--- src/gsn_pkg.sv ---
/*
 * Shared constants and types for the pin state and notification block:
 * register offsets, reset values, packet field values and the sender states.
 * Assumes a register port whose addresses are the printed register offsets.
 */
package gsn_pkg;

    // Port widths
    localparam int NPINS  = 10;
    localparam int ADDR_W = 8;
    localparam int DATA_W = 16;

    // Register offsets
    localparam logic [7:0] OFF_PIN_OUTPUT_CLEAR = 8'h0F;
    localparam logic [7:0] OFF_PIN_LEVEL        = 8'h10;
    localparam logic [7:0] OFF_PIN_CHANGE_MASK  = 8'h11;
    localparam logic [7:0] OFF_NOTIF_FORMAT     = 8'h12;

    // Values after reset
    localparam logic [9:0] OUT_RST  = 10'h000;
    localparam logic [9:0] MASK_RST = 10'h100;
    localparam logic [1:0] FMT_RST  = 2'h0;

    // Field positions in the notification-format register
    localparam int FMT_VENDOR_BIT = 0;
    localparam int FMT_BREAK_BIT  = 1;

    // Standard packet fields
    localparam logic [7:0]  STD_REQ_TYPE = 8'hA1;
    localparam logic [7:0]  STD_NOTIF    = 8'h20;
    localparam logic [15:0] STD_VALUE    = 16'h0000;
    localparam logic [7:0]  STD_IFACE    = 8'h00;
    localparam logic [15:0] STD_LENGTH   = 16'h0002;

    // Index of the first byte, and of the last byte of each layout
    localparam logic [3:0] STD_LAST_IDX = 4'h9;
    localparam logic [3:0] VND_LAST_IDX = 4'h4;
    localparam logic [3:0] IDX_FIRST    = 4'h0;

    // Packet sender states, Gray coded along idle, load, send
    typedef enum logic [1:0] {
        GSN_IDLE = 2'b00,
        GSN_LOAD = 2'b01,
        GSN_SEND = 2'b11
    } gsn_state_t;

endpackage

--- src/gsn_pkt_if.sv ---
/*
 * Carrier between the register core and the packet byte formatter.
 * Assumes the core holds the snapshot stable while a packet is sent.
 */
`timescale 1ns/1ns
interface gsn_pkt_if;
    logic [9:0] lvl;
    logic [9:0] chg;
    logic       ovr;
    logic       par;
    logic       frm;
    logic       ring;
    logic       brk;
    logic       dsr;
    logic       cd;
    logic       vendor;
    logic [3:0] idx;
    logic [7:0] pkt_byte;

    modport core (output lvl, chg, ovr, par, frm, ring, brk, dsr, cd, vendor, idx,
                  input pkt_byte);
    modport fmt  (input lvl, chg, ovr, par, frm, ring, brk, dsr, cd, vendor, idx,
                  output pkt_byte);
endinterface

--- src/gsn_pkt_fmt.sv ---
/*
 * Packet byte formatter: returns the byte at a given index of the standard
 * or the vendor notification layout. Purely combinational.
 * Assumes the core registers the byte before it leaves the block.
 */
`timescale 1ns/1ns
module gsn_pkt_fmt
    import gsn_pkg::*;
(
    gsn_pkt_if.fmt p
);

    ////////////////////////////////////////////////////////////////////////////
    // Standard layout, ten bytes, words little endian
    function automatic logic [7:0] std_byte(input logic [3:0] i);
        unique case (i)
            4'h0:    std_byte = STD_REQ_TYPE;
            4'h1:    std_byte = STD_NOTIF;
            4'h2:    std_byte = STD_VALUE[7:0];
            4'h3:    std_byte = STD_VALUE[15:8];
            4'h4:    std_byte = STD_IFACE;
            4'h5:    std_byte = 8'h00;
            4'h6:    std_byte = STD_LENGTH[7:0];
            4'h7:    std_byte = STD_LENGTH[15:8];
            4'h8:    std_byte = {1'b0, p.ovr, p.par, p.frm,
                                 p.ring, p.brk, p.dsr, p.cd};
            default: std_byte = 8'h00;
        endcase
    endfunction

    ////////////////////////////////////////////////////////////////////////////
    // Vendor layout, five bytes
    function automatic logic [7:0] vnd_byte(input logic [3:0] i);
        unique case (i)
            4'h0:    vnd_byte = p.lvl[7:0];
            4'h1:    vnd_byte = {6'h00, p.lvl[9:8]};
            4'h2:    vnd_byte = p.chg[7:0];
            4'h3:    vnd_byte = {6'h00, p.chg[9:8]};
            default: vnd_byte = {4'h0, p.ovr, p.par, p.frm, p.brk};
        endcase
    endfunction

    // Layout chosen by the snapshot of the format bit
    always_comb begin
        p.pkt_byte = p.vendor ? vnd_byte(p.idx) : std_byte(p.idx);
    end

endmodule

--- src/gsn_core.sv ---
/*
 * Pin output clear and level registers, pin change masking and the
 * notification packet sender of one serial channel.
 * Assumes the register port and the UART status inputs are on sys_clk,
 * pin levels arrive asynchronously, and the host side drains the packet
 * byte stream with a valid and ready handshake.
 */
`timescale 1ns/1ns

// Behaviour
// - Clear-register one bits drive matching general-purpose outputs low.
// - Clear-register zero bits leave outputs unchanged.
// - Clear register ignores pins given to an alternate function.
// - Clear register ignores general-purpose pins set as inputs.
// - Level register reads present level of all ten pins.
// - Level register write sets each general-purpose output to the written bit.
// - Unmasked input change raises a packet; mask resets to 0x100.
// - Change masking applies to every input, general purpose or alternate.
// - Masked pins still read; vendor packets carry current pin levels, standard packets carry none.
// - Format bit 1 enables break characters as a packet trigger.
// - Format bit 0 picks standard or vendor layout; both reset to zero.
// - Standard packet: 0xA1, 0x20, zero value, length 0x0002.
// - Standard index word: zero high byte, interface 0x00 low byte.
// - Overrun flag means received characters were discarded inside the device.
// - Vendor packet bytes 0-3: pin levels then change flags.
// - Direction bit zero is input, one is output; only outputs take writes.
module gsn_core
    import gsn_pkg::*;
(
    input  wire logic              sys_clk,
    input  wire logic              srst,
    input  wire logic              reg_wr,
    input  wire logic              reg_rd,
    input  wire logic [ADDR_W-1:0] reg_addr,
    input  wire logic [DATA_W-1:0] reg_wdata,
    output logic      [DATA_W-1:0] reg_rdata,
    input  wire logic [NPINS-1:0]  gpio_alt_sel,
    input  wire logic [NPINS-1:0]  gpio_dir,
    input  wire logic [NPINS-1:0]  pin_in,
    output logic      [NPINS-1:0]  gpio_out,
    output logic      [NPINS-1:0]  gpio_oe,
    input  wire logic              uart_break,
    input  wire logic              uart_overrun,
    input  wire logic              uart_parity_err,
    input  wire logic              uart_framing_err,
    input  wire logic              modem_ring,
    input  wire logic              modem_dsr,
    input  wire logic              modem_cd,
    output logic                   pkt_valid,
    output logic      [7:0]        pkt_data,
    output logic                   pkt_last,
    input  wire logic              pkt_ready
);

    ////////////////////////////////////////////////////////////////////////////
    // Register address decode, shared by read and write paths
    function automatic logic hit(input logic [ADDR_W-1:0] a, input logic [7:0] off);
        hit = (a == off);
    endfunction

    logic             wr_clear;
    logic             wr_level;
    logic             wr_mask;
    logic             wr_fmt;
    logic [NPINS-1:0] gp_out_pins;
    logic [NPINS-1:0] in_pins;

    // Write strobes per register
    assign wr_clear = reg_wr & hit(reg_addr, OFF_PIN_OUTPUT_CLEAR);
    assign wr_level = reg_wr & hit(reg_addr, OFF_PIN_LEVEL);
    assign wr_mask  = reg_wr & hit(reg_addr, OFF_PIN_CHANGE_MASK);
    assign wr_fmt   = reg_wr & hit(reg_addr, OFF_NOTIF_FORMAT);

    // Pins owned by the output writes: general purpose and set as output
    assign gp_out_pins = gpio_dir & ~gpio_alt_sel;
    // Pins not driven as general-purpose outputs count as inputs
    assign in_pins     = ~gp_out_pins;

    ////////////////////////////////////////////////////////////////////////////
    // Pin synchroniser; stage one feeds only stage two
    logic [NPINS-1:0] sync1_ff;
    logic [NPINS-1:0] sync2_ff;
    logic [NPINS-1:0] prev_ff;
    logic [NPINS-1:0] nxt_sync1;
    logic [NPINS-1:0] nxt_sync2;
    logic [NPINS-1:0] nxt_prev;
    logic [NPINS-1:0] pin_edge;

    always_comb begin
        nxt_sync1 = pin_in;
        nxt_sync2 = sync1_ff;
        nxt_prev  = sync2_ff;
    end

    always_ff @(posedge sys_clk) begin
        if (srst) begin
            sync1_ff <= '0;
            sync2_ff <= '0;
            prev_ff  <= '0;
        end else begin
            sync1_ff <= nxt_sync1;
            sync2_ff <= nxt_sync2;
            prev_ff  <= nxt_prev;
        end
    end

    // A level change seen after synchronisation
    assign pin_edge = sync2_ff ^ prev_ff;

    ////////////////////////////////////////////////////////////////////////////
    // Control registers: output levels, change mask, format select
    logic [NPINS-1:0] out_ff;
    logic [NPINS-1:0] mask_ff;
    logic [1:0]       fmt_ff;
    logic [NPINS-1:0] nxt_out;
    logic [NPINS-1:0] nxt_mask;
    logic [1:0]       nxt_fmt;

    always_comb begin
        nxt_out  = out_ff;
        nxt_mask = mask_ff;
        nxt_fmt  = fmt_ff;
        if (wr_clear) begin
            // Only selected general-purpose outputs drop low
            nxt_out = out_ff & ~(reg_wdata[NPINS-1:0] & gp_out_pins);
        end
        if (wr_level) begin
            // Written bit value lands on general-purpose outputs only
            nxt_out = (out_ff & ~gp_out_pins)
                    | (reg_wdata[NPINS-1:0] & gp_out_pins);
        end
        if (wr_mask) begin
            // Upper bits dropped; software keeps them zero anyway
            nxt_mask = reg_wdata[NPINS-1:0];
        end
        if (wr_fmt) begin
            nxt_fmt = reg_wdata[1:0];
        end
    end

    always_ff @(posedge sys_clk) begin
        if (srst) begin
            out_ff  <= OUT_RST;
            mask_ff <= MASK_RST;
            fmt_ff  <= FMT_RST;
        end else begin
            out_ff  <= nxt_out;
            mask_ff <= nxt_mask;
            fmt_ff  <= nxt_fmt;
        end
    end

    // Pad drive; alternate-function drive lives outside this block
    assign gpio_out = out_ff;
    assign gpio_oe  = gp_out_pins;

    ////////////////////////////////////////////////////////////////////////////
    // Register read data, one cycle after the read strobe
    logic [DATA_W-1:0] rdata_ff;
    logic [DATA_W-1:0] nxt_rdata;

    always_comb begin
        nxt_rdata = rdata_ff;
        if (reg_rd) begin
            nxt_rdata = '0;                    // Clear register and holes read zero
            if (hit(reg_addr, OFF_PIN_LEVEL)) begin
                nxt_rdata[NPINS-1:0] = sync2_ff;
            end
            if (hit(reg_addr, OFF_PIN_CHANGE_MASK)) begin
                nxt_rdata[NPINS-1:0] = mask_ff;
            end
            if (hit(reg_addr, OFF_NOTIF_FORMAT)) begin
                nxt_rdata[1:0] = fmt_ff;
            end
        end
    end

    always_ff @(posedge sys_clk) begin
        if (srst) begin
            rdata_ff <= '0;
        end else begin
            rdata_ff <= nxt_rdata;
        end
    end

    assign reg_rdata = rdata_ff;

    ////////////////////////////////////////////////////////////////////////////
    // Sticky event flags; a new event always wins over the clear
    logic [NPINS-1:0] chg_ff;
    logic             brk_ff;
    logic             brk_lvl_ff;
    logic             ovr_ff;
    logic             par_ff;
    logic             frm_ff;
    logic [NPINS-1:0] nxt_chg;
    logic             nxt_brk;
    logic             nxt_brk_lvl;
    logic             nxt_ovr;
    logic             nxt_par;
    logic             nxt_frm;
    logic [NPINS-1:0] chg_set;
    logic             brk_set;
    logic             pkt_done;
    logic             pending;

    // Snapshot of what the current packet reports
    gsn_pkt_if        pif();
    logic [NPINS-1:0] s_lvl_ff;
    logic [NPINS-1:0] s_chg_ff;
    logic             s_ovr_ff;
    logic             s_par_ff;
    logic             s_frm_ff;
    logic             s_brk_ff;
    logic             s_ring_ff;
    logic             s_dsr_ff;
    logic             s_cd_ff;
    logic             s_vnd_ff;

    // Unmasked input changes only; masked pins still read normally
    assign chg_set = pin_edge & ~mask_ff & in_pins;
    // Break counts as a trigger only while enabled
    assign brk_set = uart_break & ~brk_lvl_ff & fmt_ff[FMT_BREAK_BIT];

    always_comb begin
        nxt_brk_lvl = uart_break;
        nxt_chg     = chg_ff;
        nxt_brk     = brk_ff;
        nxt_ovr     = ovr_ff;
        nxt_par     = par_ff;
        nxt_frm     = frm_ff;
        if (pkt_done) begin
            // Drop only what the accepted packet carried
            nxt_chg = chg_ff & ~s_chg_ff;
            nxt_brk = brk_ff & ~s_brk_ff;
            nxt_ovr = ovr_ff & ~s_ovr_ff;
            nxt_par = par_ff & ~s_par_ff;
            nxt_frm = frm_ff & ~s_frm_ff;
        end
        nxt_chg = nxt_chg | chg_set;
        nxt_brk = nxt_brk | brk_set;
        nxt_ovr = nxt_ovr | uart_overrun;
        nxt_par = nxt_par | uart_parity_err;
        nxt_frm = nxt_frm | uart_framing_err;
    end

    always_ff @(posedge sys_clk) begin
        if (srst) begin
            chg_ff     <= '0;
            brk_ff     <= 1'b0;
            brk_lvl_ff <= 1'b0;
            ovr_ff     <= 1'b0;
            par_ff     <= 1'b0;
            frm_ff     <= 1'b0;
        end else begin
            chg_ff     <= nxt_chg;
            brk_ff     <= nxt_brk;
            brk_lvl_ff <= nxt_brk_lvl;
            ovr_ff     <= nxt_ovr;
            par_ff     <= nxt_par;
            frm_ff     <= nxt_frm;
        end
    end

    // Any latched trigger queues one packet
    assign pending = (|chg_ff) | brk_ff | ovr_ff | par_ff | frm_ff;

    ////////////////////////////////////////////////////////////////////////////
    // Packet sender: snapshot, load first byte, stream bytes
    gsn_state_t state_ff;
    gsn_state_t nxt_state;
    logic [3:0] idx_ff;
    logic [3:0] nxt_idx;
    logic [7:0] data_ff;
    logic [7:0] nxt_data;
    logic       take_snap;
    logic       is_last;

    assign is_last  = (idx_ff == (s_vnd_ff ? VND_LAST_IDX : STD_LAST_IDX));
    assign pkt_done = (state_ff == GSN_SEND) & pkt_ready & is_last;

    always_comb begin
        nxt_state = state_ff;
        nxt_idx   = idx_ff;
        nxt_data  = data_ff;
        take_snap = 1'b0;
        unique case (state_ff)
            GSN_IDLE: begin
                if (pending) begin
                    take_snap = 1'b1;
                    nxt_idx   = IDX_FIRST;
                    nxt_state = GSN_LOAD;
                end
            end
            GSN_LOAD: begin
                nxt_data  = pif.pkt_byte;
                nxt_state = GSN_SEND;
            end
            GSN_SEND: begin
                if (pkt_ready) begin
                    if (is_last) begin
                        nxt_state = GSN_IDLE;
                    end else begin
                        nxt_idx   = idx_ff + 4'h1;
                        nxt_state = GSN_LOAD;
                    end
                end
            end
            default: nxt_state = GSN_IDLE;     // Recover from an illegal code
        endcase
    end

    always_ff @(posedge sys_clk) begin
        if (srst) begin
            state_ff <= GSN_IDLE;
            idx_ff   <= IDX_FIRST;
            data_ff  <= 8'h00;
        end else begin
            state_ff <= nxt_state;
            idx_ff   <= nxt_idx;
            data_ff  <= nxt_data;
        end
    end

    // Snapshot is frozen for the packet; only the break bit also follows the live level
    always_ff @(posedge sys_clk) begin
        if (srst) begin
            s_lvl_ff  <= '0;
            s_chg_ff  <= '0;
            s_ovr_ff  <= 1'b0;
            s_par_ff  <= 1'b0;
            s_frm_ff  <= 1'b0;
            s_brk_ff  <= 1'b0;
            s_ring_ff <= 1'b0;
            s_dsr_ff  <= 1'b0;
            s_cd_ff   <= 1'b0;
            s_vnd_ff  <= 1'b0;
        end else if (take_snap) begin
            s_lvl_ff  <= sync2_ff;
            s_chg_ff  <= chg_ff;
            s_ovr_ff  <= ovr_ff;
            s_par_ff  <= par_ff;
            s_frm_ff  <= frm_ff;
            s_brk_ff  <= brk_ff;
            s_ring_ff <= modem_ring;
            s_dsr_ff  <= modem_dsr;
            s_cd_ff   <= modem_cd;
            s_vnd_ff  <= fmt_ff[FMT_VENDOR_BIT];
        end
    end

    // Break status shows the latched event or the live level
    assign pif.lvl    = s_lvl_ff;
    assign pif.chg    = s_chg_ff;
    assign pif.ovr    = s_ovr_ff;
    assign pif.par    = s_par_ff;
    assign pif.frm    = s_frm_ff;
    assign pif.brk    = s_brk_ff | brk_lvl_ff;
    assign pif.ring   = s_ring_ff;
    assign pif.dsr    = s_dsr_ff;
    assign pif.cd     = s_cd_ff;
    assign pif.vendor = s_vnd_ff;
    assign pif.idx    = idx_ff;

    gsn_pkt_fmt u_fmt (
        .p (pif.fmt)
    );

    // Handshake outputs
    assign pkt_valid = (state_ff == GSN_SEND);
    assign pkt_last  = (state_ff == GSN_SEND) & is_last;
    assign pkt_data  = data_ff;

endmodule

--- config.mk ---
export PLATFORM = sky130hd
export DESIGN_NAME = gsn_core
export DESIGN_NICKNAME = d
export VERILOG_FILES = /design/src/gsn_pkg.sv /design/src/gsn_pkt_if.sv /design/src/gsn_pkt_fmt.sv /design/src/gsn_core.sv
export SDC_FILE = /design/constraint.sdc
export NUM_CORES = 1
export LEC_CHECK = 0
export ABC_AREA = 1
export BUFFER_PORTS_ARGS = -buffer_cell sky130_fd_sc_hd__buf_2
export CAP_MARGIN = 20
export CORE_UTILIZATION = 59
export CTS_CLUSTER_DIAMETER = 120
export CTS_CLUSTER_SIZE = 8
export DETAILED_ROUTE_END_ITERATION = 16
export HOLD_SLACK_MARGIN = 0.15
export PLACE_DENSITY = 0.95
export SLEW_MARGIN = 20
export SYNTH_ARGS = -nofsm -noshare
export SYNTH_HDL_FRONTEND = slang
export SYNTH_SLANG_ARGS = --single-unit
--- constraint.sdc ---
create_clock -name sys_clk -period 2.6 [get_ports sys_clk]
set_input_delay 0.39 -clock sys_clk [delete_from_list [all_inputs] [get_ports sys_clk]]
set_output_delay 0.39 -clock sys_clk [all_outputs]
set_load 0.005 [all_outputs]
==> flow_summary.ini <==
[run_status]
status = completed

[synth]
synth_edf_count = 0
async_flop_share = 0
avgSynthCellArea_um2 = 7.095
synth_area_leader_cell = dfxtp_1
ys_seq_area_frac = 0.4550
yosys-top-cells-area = dfxtp_1 (45%), inv_1 (9.0%), nor2_1 (8.0%)
yosysTopAreaCellShare = 0.4550
synth_flop_cell = dfxtp_1
ys_types = 32
syn_inst = 738
ys_ff_latch = 119
yosysWarnings = 0
syn_area_um2 = 5236

[floorplan]
die_h_um = 96.21
die-width_um = 96.21
ios = 112
fp.coreArea_um2 = 8636
die_area_um2 = 9255
row_count = 34
initial_utilization = 0.6063

[setup_path]
cp_max_fo = 11
critical_path_class = reg -> out
cp.required_ns = 2.21
end_kind = primary output
startpoint_type = flip-flop
critical_path_arrival_ns = 1.86

[route]
drt_iter0_drc = 569
post-route-drc-count = 0
vias_per_cell = 5.483
vias = 5324
firstDrtPassIters = 5
antenna_left = 0
routedWlPerCell_um = 14.95
wirelength_um = 14520

[timing]
slew_violations = 0
setup_viol = 0
setup_tns_ns = 0
max_freq_ghz = 0.4447
finClkSkew_ns = 0.01042
final.min_clock_period_ns = 2.249
relSlewSlack = 0.5174
rsz0062_at_grt = no
fin_crit_sh = 0.8649
worst_slew_pin_slew_ns = 0.7213
finalHoldViolCount = 0

[clock_tree]
cts_buffer_depth = 2
cts_tree = done
cts-root-buf = clkbuf_8
post_cts_buffers = 0
numCtsBuffers = 17
clkSinkCount = 119
cts_resized = 0
htreeDepth = 4
clk_latency_ns = 0.52
path_clk_slew_ns = 0.06

[final_layout]
diodes = 0
nFillCells = 555
final_common_cell = inv_1
final_cell_mix = inv_1 (125), dfxtp_1 (119), nor2_1 (112)
syn2layout_area_growth_pct = 24.59
nets = 920
drive_above_1_share = 0.1819
final_util = 0.7554

[min_path]
hp-class = in -> reg

[grt]
grt_pass1_wl_um = 23200
grt_usage = 0.3341
grt_max_degree = 57
antenna_found_initial = 0
grt_pass1_vias = 5110
gr-total-overflow = 0

[placed_design]
place.gp.congestion = 0.8838
dp_hpwl_um = 8660
io_buffers = 99

[pwr]
powerDensity_nw_per_um2 = 773.3
p_leak_uw = 0.003251
vdd_drop_max_v = 0.0005108

[job]
cap_violations = 0
kinds of logic after synthesis:
logic type               Yosys count  synth area share
adder cells (fa/ha/maj)            4          0.009558
other                              1         0.0007162
buffers and inverters            162            0.1281
AND/OR/NAND/NOR                  280            0.2265
AO/OA/AOI/OAI                    161            0.1618
flip-flops                       119            0.4550
XOR/XNOR                          11           0.01840
what timing repair did:
action | CTS | global route
endpoints found under the hold margin | 17 | 0
hold buffers | 17 | 0
setup endpoints to repair | 0 | 0
state kept, by name, indices dropped and copies added (netlist names), 2 cells and up, named ones only:
| register | count |
|---|---|
| nxt_sync2 | 10 |
| nxt_prev | 10 |
| pif.lvl | 10 |
| idx_ff | 4 |
| fmt_ff | 2 |
| pkt_data | 8 |
| prev_ff | 10 |
| mask_ff | 10 |
| state_ff | 2 |
| pif.chg | 10 |
| chg_ff | 10 |
| reg_rdata | 10 |
per-layer routing:
layer / GRT usage / part of all wire / up-vias / wire length (um)
met5: 0 / 0 / - / 0
met4: 0.1915 / 0.039 / 0 / 564
met3: 0.07504 / 0.084 / 58 / 1222
met2: 0.5851 / 0.51 / 319 / 7381
met1: 0.3707 / 0.37 / 2417 / 5349
li1: - / - / 2530 / -
critical path, cell delays in order (launching register included):
cell and delay (ns):
dfxtp_1 0.56, inv_1 0.21, nor2_1 0.12, nand2_1 0.07, nand2_2 0.12, nand3_1 0.10
inv_1 0.06, buf_2 0.10
synth_stat cells (all sizes together) (2+ instances only):
| cell | number |
|---|---|
| dfxtp | 119 |
| nand2 | 109 |
| nor2 | 114 |
| xor2 | 11 |
| inv | 127 |
| nor3 | 3 |
| nand4 | 11 |
| buf | 18 |
| a21oi | 65 |
| nand3 | 40 |
| o21ai | 94 |
| or2 | 2 |
| ha | 4 |
| clkbuf | 16 |
final timing paths:
| kind | start | endpoint | slack, ns | depth (start not counted) |
|---|---|---|---|---|
| max | pif.vendor | pkt_last | 0.35 | 7 |
| min | reg_wdata[5] | flip-flop | 0.17 | 3 |
| max reg2reg | idx_ff[0] | pkt_data[1] | 0.47 | 7 |
| min reg2reg | nxt_sync2[8] | nxt_prev[8] | 0.40 | 2 |
area by class of cell:
type / count / area (um2) / share of cell area
clock buffers: 19 / 441.7 / 0.06770
clock inverters: 13 / 171.4 / 0.02628
inverters: 128 / 480.5 / 0.07365
multi-input cells: 462 / 2202 / 0.3376
flip-flops and latches: 119 / 2382 / 0.3652
well taps: 108 / 135.1 / 0.02071
repair buffers: 122 / 710.7 / 0.1089
power breakdown:
part / total (uW) / switching, uW / internal, uW
registers: 2020 / 78.2 / 1950
logic: 627 / 410 / 217
clock network: 2390 / 874 / 1520
per-stage QoR:
| step | std cells | setup WS, ns | hold WS, ns | area (um2) | total power (uW) |
|---|---|---|---|---|---|
| after floorplan | 743 | 1.082 | 0.3883 | 5255 | 2440 |
| after global placement | 922 | 0.7768 | 0.3891 | 5741 | 2587 |
| after detailed placement | 922 | 0.6990 | 0.3954 | 5741 | 2615 |
| after CTS | 971 | 0.3861 | 0.1584 | 6524 | 5016 |
| after global routing | 971 | 0.2382 | 0.1818 | 6524 | 5207 |
| final | 971 | 0.3513 | 0.1686 | 6524 | 5045 |
Power figures use the tool's default switching activity.
